[config.mk]
export PLATFORM = sky130hd
export DESIGN_NAME = odac_ctrl
export DESIGN_NICKNAME = d
export VERILOG_FILES = /design/src/inc/odac_pkg.sv /design/src/hw/odac_ctrl.sv
export SDC_FILE = /design/constraint.sdc
export NUM_CORES = 1
export LEC_CHECK = 0
export ABC_AREA = 1
export BUFFER_PORTS_ARGS = -buffer_cell sky130_fd_sc_hd__buf_2
export CELL_PAD_IN_SITES_DETAIL_PLACEMENT = 1
export CELL_PAD_IN_SITES_GLOBAL_PLACEMENT = 2
export CORE_MARGIN = 2
export CORE_UTILIZATION = 33
export CTS_CLUSTER_DIAMETER = 30
export DETAILED_ROUTE_END_ITERATION = 8
export PLACE_DENSITY_LB_ADDON = 0.1
export SYNTH_ARGS = -nofsm -noshare
export SYNTH_HDL_FRONTEND = slang
export SYNTH_SLANG_ARGS = --single-unit
[constraint.sdc]
create_clock -name pclk -period 1.4 [get_ports pclk]
set_input_delay 0.21 -clock pclk [delete_from_list [all_inputs] [get_ports pclk]]
set_output_delay 0.21 -clock pclk [all_outputs]
set_load 0.005 [all_outputs]
[src/inc/odac_pkg.sv]
/*
 * odac_pkg: constants shared by the eight-channel dac update control.
 * assumes a single 100 MHz register clock and apb data of 32 bits.
 */
package odac_pkg;
    localparam int ODAC_CHANNELS = 8;
    localparam int ODAC_CODE_W = 16;
    localparam int ODAC_SHIFT_W = 24;
    localparam int ODAC_ADDR_W = 7;
    // upper five bits of the 7-bit target address (arbitrary value)
    localparam logic [4:0] ODAC_ADDR_HI = 5'h0C;
    localparam logic [15:0] ODAC_ZERO_SCALE = 16'h0000;
    localparam logic [15:0] ODAC_MID_SCALE = 16'h8000;
    // command nibble of the 24-bit word: write input register only
    localparam logic [3:0] ODAC_CMD_WRITE_INPUT = 4'h1;
    // command nibble: write input register and update dac register
    localparam logic [3:0] ODAC_CMD_WRITE_UPDATE = 4'h3;
    // register byte offsets
    localparam logic [11:0] ODAC_OFS_CTRL = 12'h000;
    localparam logic [11:0] ODAC_OFS_STATUS = 12'h004;
    localparam logic [11:0] ODAC_OFS_PENDING = 12'h008;
    localparam logic [11:0] ODAC_OFS_DAC0 = 12'h020;
    localparam logic [11:0] ODAC_OFS_INPUT0 = 12'h040;
    // ctrl fields
    localparam int ODAC_CTRL_SYNC_BIT = 0;
    localparam logic [31:0] ODAC_CTRL_RESET = 32'h0000_0000;
    // status fields
    localparam int ODAC_STAT_RESET_LOW_BIT = 0;
    localparam int ODAC_STAT_BUSY_BIT = 1;
    localparam int ODAC_STAT_LEVEL_BIT = 2;
    typedef enum logic [2:0] {
        ODAC_IDLE = 3'b000,
        ODAC_ADDR = 3'b001,
        ODAC_AACK = 3'b011,
        ODAC_DATA = 3'b010,
        ODAC_DACK = 3'b110,
        ODAC_SKIP = 3'b111
    } odac_state_t;
endpackage : odac_pkg

[src/hw/odac_ctrl.sv]
/*
 * odac_ctrl: two-wire serial slave filling a 24-bit shift register, eight
 * channels of input and dac registers, load strobe and falling-edge reset.
 * assumes all pins are asynchronous to pclk and sampled twice; the serial
 * clock is slow (80 ns or more) so edges are found by oversampling.
 */
// Local design decisions: the register offsets and the APB register port.
// Operation
// - serial clock and data shift a 24-bit input shift register.
// - target address bit 0 follows the first address pin.
// - target address bit 1 follows the second address pin.
// - the data line is only pulled low or released, never driven high.
// - a low pulse on the load strobe copies pending inputs to dac regs.
// - load strobe update works in asynchronous and synchronous modes.
// - a load strobe held permanently low keeps updating in asynchronous mode only.
// - the hardware reset acts on a falling edge of the reset input.
// - while reset input is low, load strobe pulses are ignored.
// - reset loads input and dac registers with the selected level.
// - select low gives zero scale, select high gives midscale.
module odac_ctrl
    import odac_pkg::*;
#(
    parameter int CHANNELS = ODAC_CHANNELS
)
(
    input wire logic pclk,
    input wire logic presetn,
    input wire logic psel,
    input wire logic penable,
    input wire logic pwrite,
    input wire logic [11:0] paddr,
    input wire logic [31:0] pwdata,
    output logic [31:0] prdata,
    output logic pready,
    output logic pslverr,
    input wire logic scl_in,
    input wire logic sda_in,
    output logic sda_out,
    output logic sda_oe_n,
    input wire logic addr_pin_0,
    input wire logic addr_pin_1,
    input wire logic load_strobe_n,
    input wire logic reset_in_n,
    input wire logic reset_level_select,
    output logic [CHANNELS*ODAC_CODE_W-1:0] dac_codes
);
    // channel selects below are three bits wide: only eight channels work
    if (CHANNELS != ODAC_CHANNELS)
    begin : g_bad_channels
        $error("odac_ctrl: channel count must be eight");
    end

    // pin synchronisers: first stage read only by the second
    logic [5:0] sync1_q;
    logic [5:0] sync2_q;
    always_ff @(posedge pclk or negedge presetn)
    begin
        if (!presetn)
        begin
            sync1_q <= 6'h3F;
            sync2_q <= 6'h3F;
        end
        else
        begin
            sync1_q <= {scl_in, sda_in, load_strobe_n, reset_in_n,
                        addr_pin_1, addr_pin_0};
            sync2_q <= sync1_q;
        end
    end
    logic scl_s, sda_s, load_strobe_n_s, rst_s, a1_s, a0_s;
    assign {scl_s, sda_s, load_strobe_n_s, rst_s, a1_s, a0_s} = sync2_q;

    logic [5:0] prev_q;
    always_ff @(posedge pclk or negedge presetn)
    begin
        if (!presetn)
            prev_q <= 6'h3F;
        else
            prev_q <= sync2_q;
    end
    logic scl_p, sda_p, load_strobe_n_p, rst_p;
    assign scl_p = prev_q[5];
    assign sda_p = prev_q[4];
    assign load_strobe_n_p = prev_q[3];
    assign rst_p = prev_q[2];

    wire scl_rise = scl_s && !scl_p;
    wire scl_fall = !scl_s && scl_p;
    wire start_cond = scl_s && scl_p && sda_p && !sda_s;
    wire stop_cond = scl_s && scl_p && !sda_p && sda_s;
    wire reset_fall = rst_p && !rst_s;
    wire reset_low = !rst_s;

    // target address: high bits fixed, low bits from the pins
    wire [ODAC_ADDR_W-1:0] own_addr =
        {ODAC_ADDR_HI, a1_s, a0_s};

    // serial slave state
    odac_state_t state_q;
    logic [3:0] bitcnt_q;
    logic [1:0] bytecnt_q;
    logic [7:0] byte_q;
    logic [ODAC_SHIFT_W-1:0] shift_q;
    logic word_done_q;
    logic sda_low_q;

    always_ff @(posedge pclk or negedge presetn)
    begin
        if (!presetn)
        begin
            state_q <= ODAC_IDLE;
            bitcnt_q <= 4'h0;
            bytecnt_q <= 2'h0;
            byte_q <= 8'h00;
            shift_q <= '0;
            word_done_q <= 1'b0;
            sda_low_q <= 1'b0;
        end
        else
        begin
            word_done_q <= 1'b0;
            if (start_cond)
            begin
                state_q <= ODAC_ADDR;
                bitcnt_q <= 4'h0;
                bytecnt_q <= 2'h0;
                sda_low_q <= 1'b0;
            end
            else if (stop_cond)
            begin
                state_q <= ODAC_IDLE;
                sda_low_q <= 1'b0;
            end
            else
            begin
                case (state_q)
                    ODAC_IDLE:
                        sda_low_q <= 1'b0;
                    ODAC_ADDR, ODAC_DATA:
                    begin
                        if (scl_rise)
                        begin
                            byte_q <= {byte_q[6:0], sda_s};
                            bitcnt_q <= bitcnt_q + 4'h1;
                        end
                        else if (scl_fall && bitcnt_q == 4'h8)
                        begin
                            bitcnt_q <= 4'h0;
                            if (state_q == ODAC_ADDR)
                            begin
                                // writes only; reads are not acknowledged
                                if (byte_q[7:1] == own_addr && !byte_q[0])
                                begin
                                    state_q <= ODAC_AACK;
                                    sda_low_q <= 1'b1;
                                end
                                else
                                    state_q <= ODAC_SKIP;
                            end
                            else
                            begin
                                shift_q <= {shift_q[15:0], byte_q};
                                state_q <= ODAC_DACK;
                                sda_low_q <= 1'b1;
                                if (bytecnt_q == 2'h2)
                                begin
                                    bytecnt_q <= 2'h0;
                                    word_done_q <= 1'b1;
                                end
                                else
                                    bytecnt_q <= bytecnt_q + 2'h1;
                            end
                        end
                    end
                    ODAC_AACK, ODAC_DACK:
                    begin
                        if (scl_fall)
                        begin
                            sda_low_q <= 1'b0;
                            state_q <= ODAC_DATA;
                        end
                    end
                    ODAC_SKIP:
                        sda_low_q <= 1'b0;
                    default:
                    begin
                        state_q <= ODAC_IDLE;
                        sda_low_q <= 1'b0;
                    end
                endcase
            end
        end
    end

    // open drain: value is always low, enable low only while pulling
    always_ff @(posedge pclk or negedge presetn)
    begin
        if (!presetn)
        begin
            sda_out <= 1'b0;
            sda_oe_n <= 1'b1;
        end
        else
        begin
            sda_out <= 1'b0;
            sda_oe_n <= !sda_low_q;
        end
    end

    // apb control register
    logic sync_mode_q;
    // write lands once, at the edge that samples pready high
    wire apb_wr = psel && penable && pwrite && pready;
    always_ff @(posedge pclk or negedge presetn)
    begin
        if (!presetn)
            sync_mode_q <= ODAC_CTRL_RESET[ODAC_CTRL_SYNC_BIT];
        else if (apb_wr && paddr == ODAC_OFS_CTRL)
            sync_mode_q <= pwdata[ODAC_CTRL_SYNC_BIT];
    end

    // load strobe: falling edge, or level while held low (async mode)
    wire load_strobe_n_fall = load_strobe_n_p && !load_strobe_n_s;
    wire load_strobe_n_level = !load_strobe_n_s;
    // sync mode: update only on the strobe edge; async: while low too
    wire load_strobe_n_go = !reset_low &&
        (sync_mode_q ? load_strobe_n_fall : load_strobe_n_level);

    // decoded serial word
    wire [3:0] cmd = shift_q[23:20];
    wire [3:0] chan = shift_q[19:16];
    wire [15:0] code = shift_q[15:0];
    wire chan_ok = chan < 4'(CHANNELS);

    function automatic logic [15:0] odac_level(input logic sel);
        odac_level = sel ? ODAC_MID_SCALE : ODAC_ZERO_SCALE;
    endfunction : odac_level

    logic [15:0] input_q [CHANNELS];
    logic [15:0] dac_q [CHANNELS];
    logic [CHANNELS-1:0] pending_q;
    logic level_q;

    // level select strap, two flops like every other pin
    logic [1:0] lvl_sync_q;
    always_ff @(posedge pclk or negedge presetn)
    begin
        if (!presetn)
            lvl_sync_q <= 2'h0;
        else
            lvl_sync_q <= {lvl_sync_q[0], reset_level_select};
    end
    wire lvl_s = lvl_sync_q[1];

    // level select caught on the reset falling edge, not at async reset
    always_ff @(posedge pclk or negedge presetn)
    begin
        if (!presetn)
            level_q <= 1'b0;
        else if (reset_fall)
            level_q <= lvl_s;
    end

    always_ff @(posedge pclk or negedge presetn)
    begin
        if (!presetn)
        begin
            for (int i = 0; i < CHANNELS; i++)
            begin
                input_q[i] <= ODAC_ZERO_SCALE;
                dac_q[i] <= ODAC_ZERO_SCALE;
            end
            pending_q <= '0;
        end
        else if (reset_fall)
        begin
            // strap must settle before the reset edge; it is seen late
            for (int i = 0; i < CHANNELS; i++)
            begin
                input_q[i] <= odac_level(lvl_s);
                dac_q[i] <= odac_level(lvl_s);
            end
            pending_q <= '0;
        end
        else
        begin
            for (int i = 0; i < CHANNELS; i++)
            begin
                if (load_strobe_n_go && pending_q[i])
                begin
                    dac_q[i] <= input_q[i];
                end
            end
            if (load_strobe_n_go)
                pending_q <= '0;
            if (word_done_q && chan_ok)
            begin
                input_q[chan[2:0]] <= code;
                if (cmd == ODAC_CMD_WRITE_UPDATE)
                    dac_q[chan[2:0]] <= code;
                else if (cmd == ODAC_CMD_WRITE_INPUT)
                    pending_q[chan[2:0]] <= 1'b1; // new data beats clear
            end
        end
    end

    // registered outputs
    always_ff @(posedge pclk or negedge presetn)
    begin
        if (!presetn)
            dac_codes <= '0;
        else
            for (int i = 0; i < CHANNELS; i++)
                dac_codes[i*ODAC_CODE_W +: ODAC_CODE_W] <= dac_q[i];
    end

    // apb read path: one wait state so prdata is registered
    always_ff @(posedge pclk or negedge presetn)
    begin
        if (!presetn)
        begin
            prdata <= 32'h0000_0000;
            pready <= 1'b0;
            pslverr <= 1'b0;
        end
        else
        begin
            pready <= psel && penable && !pready;
            pslverr <= 1'b0;
            prdata <= 32'h0000_0000;
            if (psel && penable && !pready)
            begin
                if (paddr == ODAC_OFS_CTRL)
                    prdata <= {31'h0, sync_mode_q};
                else if (paddr == ODAC_OFS_STATUS)
                    prdata <= {29'h0, level_q, state_q != ODAC_IDLE,
                               reset_low};
                else if (paddr == ODAC_OFS_PENDING)
                    prdata <= {24'h0, pending_q};
                else if (paddr >= ODAC_OFS_DAC0 &&
                         paddr < ODAC_OFS_DAC0 + 12'h020 &&
                         paddr[1:0] == 2'b00)
                    prdata <= {16'h0, dac_q[paddr[4:2]]};
                else if (paddr >= ODAC_OFS_INPUT0 &&
                         paddr < ODAC_OFS_INPUT0 + 12'h020 &&
                         paddr[1:0] == 2'b00)
                    prdata <= {16'h0, input_q[paddr[4:2]]};
                else
                    pslverr <= 1'b1;
            end
        end
    end
endmodule : odac_ctrl

==> impl_metrics.json <==
{
  "period_share_pct": 126.1,
  "drc": 0,
  "synth_edf_count": 0,
  "ys_top_cells_by_count": "dfrtp_1 (457), nand2_1 (388), o21ai_0 (357)",
  "path_clk_slew_ps": 50,
  "ir_worst_vdd_mv": 1.202,
  "crit_path_max_fanout": 8,
  "grt_pass1_wl_mm": 139.9,
  "hold_viol_final": 0,
  "cp.required_ps": 1980,
  "crit_family": "simple AND/OR/NAND/NOR gates",
  "crit_path_frequent_cell": "nor2_4",
  "cts.sink_count": 474,
  "status": "finished, violations left",
  "synth_area_um2": 20260,
  "crit_buf_inv": 3,
  "detail_route.wl_per_cell_um": 26.85,
  "grt_max_degree": 63,
  "crit_path_max_incr_delay_ps": 550,
  "synth_top_cell_by_area": "dfrtp_1",
  "end_kind": "flip-flop",
  "ant_nets": 0,
  "timing.rr.start": "prev_q[5]",
  "cp.arrival_ps": 2340,
  "io_buffer_count": 171,
  "dp_hpwl_mm": 70.11,
  "fin_nets": 2978,
  "synth_area_leaders": "dfrtp_1 (56%), o21ai_0 (8.8%), nand2_1 (7.2%)",
  "holdWs_ps": 28.80,
  "grt_overflow_total": 0,
  "routed_wl_mm": 102.3,
  "drive_above_1_share_pct": 44.81,
  "p_sw_share_pct": 23.84,
  "yosysUniqueCellTypes": 41,
  "grtUsageTotal_pct": 30.53,
  "core-area_um2": 60470,
  "yosysSeqAreaShare_pct": 58.66,
  "antenna_found_initial": 3,
  "io_pins": 220,
  "synthesis.instances": 2189,
  "p_int_mw": 36.27,
  "violations": "negative setup slack",
  "cts_root_buf": "clkbuf_16",
  "avgSynthCellArea_um2": 9.254,
  "clockBufferDepth": 3,
  "final_util_pct": 55.85,
  "yosys.area.top_type_share_pct": 56.45,
  "seqPwrFrac_pct": 30.1,
  "die_x_um": 251.8,
  "worst_slack_ps": -365.5,
  "maxCapViolations": 0,
  "clkPwrFrac_pct": 61.6,
  "rr_endpoint": "shift_q[4]",
  "ys_seq_elements": 474,
  "synth_ff_type": "dfrtp_1",
  "critPathKind": "flip-flop to flip-flop",
  "fin_skew_ps": 26.67,
  "synthArstFlopShare_pct": 100.0,
  "p_comb_share_pct": 8.3,
  "ys.warnings.count": 0,
  "r2r_setup_slack_ps": -370,
  "fp.dieH_um": 251.8,
  "clk_latency_ps": 680,
  "htreeDepth": 3,
  "cts_tree": "done",
  "dpl-instance-area_um2": 25920,
  "firstDrtPassIters": 5,
  "min_period_ps": 1765,
  "vias": 20360,
  "grt_pass1_vias": 20750,
  "yosysMostFrequentCell": "dfrtp_1",
  "cellPowerDensity_nw_per_um2": 1410,
  "finalSetupViolCount": 321,
  "hp-class": "input pin to asynchronous set/reset pin",
  "leakage_nw": 16.84,
  "tightest_slew_ps": 584.8,
  "num_rows": 90,
  "rsz0062_at_grt": "true",
  "via_per_inst": 5.343,
  "syn_to_final_growth_pct": 66.72,
  "start_kind": "flip-flop",
  "tns_ps": -69440,
  "numCtsBuffers": 119,
  "worst_slew_margin_rel_pct": 61.02,
  "final_cell_area_um2": 33770,
  "slew_violations": 0,
  "drtIter0Drc": 1451,
  "die-area_um2": 63380,
  "crit_chain": "inv_2, nor2_4, nand4_1, nor2_4, nand2_4, inv_8, buf_8, nand2_1, o21ai_1",
  "p_total_mw": 47.62,
  "place_congestion": 0.9899,
  "r2r_cells": 9,
  "fmax_mhz": 566.4,
  "p_switching_mw": 11.35,
  "cpMaxStageDelayCell": "dfstp_2",
  "initial_utilization_pct": 33.50
}
==> worst max path at each step <==
stage	to	cells past startpoint	startpoint	slack [ps]
2_1_floorplan	dac_q[126]	8	sync2_q[2]	-100
3_3_place_gp	pslverr	8	paddr[3]	-550
3_5_place_dp	pslverr	8	paddr[3]	-600
4_1_cts	dac_q[123]	7	sync2_q[2]	-340
5_1_grt	shift_q[4]	9	prev_q[5]	-490
6_report	shift_q[4]	9	prev_q[5]	-370
==> worst reg2reg max path: cells and delay by family, from the launching register on <==
family                 cells  cell delay [ps]
AND/OR/NAND/NOR            5              720
AO/OA/AOI/OAI              1              100
flip-flops                 1              550
buffers and inverters      3              310
==> power by group through the flow <==
stage | logic [mW] | registers [mW] | clock network (mW)
after global placement | 3.13 | 14.5 | 0
after floorplan | 1.32 | 14.5 | 0
after detailed placement | 3.21 | 14.5 | 0
after CTS | 3.38 | 14.3 | 29.6
after global routing | 4.25 | 14.3 | 30.4
final | 3.94 | 14.3 | 29.4
==> layer usage <==
layer / GRT usage [%] / routed length (um) / vias to the layer above
met3: 5.262 / 5773 / 247
met4: 18.23 / 7466 / 0
met2: 47.85 / 47080 / 746
met5: 0 / 0 / -
met1: 39.71 / 42000 / 10470
li1: - / - / 8902
==> repair_timing <==
| item | in CTS | in global routing |
|---|---|---|
| setup buffers | 10 | 44 |
| endpoints found under the hold margin | 398 | 0 |
| cloned | 4 | 24 |
| resized for setup | 118 | 604 |
| setup endpoints to repair | 352 | 374 |
| hold buffers | 13 | 0 |
| pin swaps | 18 | 80 |
==> kinds of logic (layout without fill, tap and decap cells) <==
group                      Yosys count  in the layout  synth area share (%)
other                                1             20               0.01851
xor gates and xnor gates             1              1               0.04324
AOI/OAI and AO/OA                  692            692                 18.18
muxes                               50             50                 2.483
adders and majority gates            2              2                0.1235
and+or+nand+nor                    608            608                 12.78
buffers and inverters              361           1182                 7.708
DFF                                474            474                 58.66
==> layout by cell type (no fill, tap or decap), types with 21 or more instances in the layout <==
| cell | netlist | final |
|---|---|---|
| o21ai_2 | 0 | 74 |
| nand3_2 | 4 | 23 |
| nor2_1 | 59 | 39 |
| mux2i_1 | 48 | 44 |
| clkinv_2 | 0 | 23 |
| clkbuf_8 | 0 | 22 |
| a21oi_1 | 219 | 194 |
| o21ai_0 | 357 | 191 |
| o21ai_1 | 10 | 93 |
| buf_4 | 28 | 423 |
| inv_1 | 180 | 162 |
| o22ai_1 | 51 | 23 |
| o22ai_2 | 0 | 25 |
| buf_6 | 5 | 30 |
| clkbuf_16 | 0 | 143 |
| dfrtp_1 | 457 | 455 |
| clkbuf_1 | 75 | 21 |
| a21oi_2 | 1 | 25 |
| nand2_1 | 388 | 267 |
| nand2_2 | 8 | 54 |
| o211ai_1 | 27 | 27 |
| nand2_4 | 1 | 62 |
| buf_12 | 0 | 79 |
| buf_2 | 51 | 169 |
| nand3_1 | 109 | 84 |
==> cell type report <==
type,count,area [um2]
Antenna cell,3,7.507
Clock inverter,63,915.9
Fill cell,6514,26700
Clock buffer,164,3410
Multi-Input combinational cell,1370,8758
Inverter,195,785.8
Sequential cell,474,11890
Tap cell,782,978.4
Timing Repair Buffer,760,7032
==> through the flow <==
step | std cells | setup slack, ps
after global routing | 3808 | -494.1
after CTS | 3745 | -343.2
after detailed placement | 3491 | -597.9
after global placement | 3491 | -552.0
after floorplan | 2205 | -99.23
final | 3811 | -365.5
==> registers in the layout (all words and copies together), names as in the netlist, 2 cells and up <==
name,flops
bitcnt_q,4
byte_q,8
bytecnt_q,2
dac_codes,128
dac_q,128
input_q,128
lvl_sync_q,2
pending_q,8
prdata,16
prev_q,4
shift_q,24
state_q,3
sync1_q,6
sync2_q,6
Power figures use the tool's default switching activity.
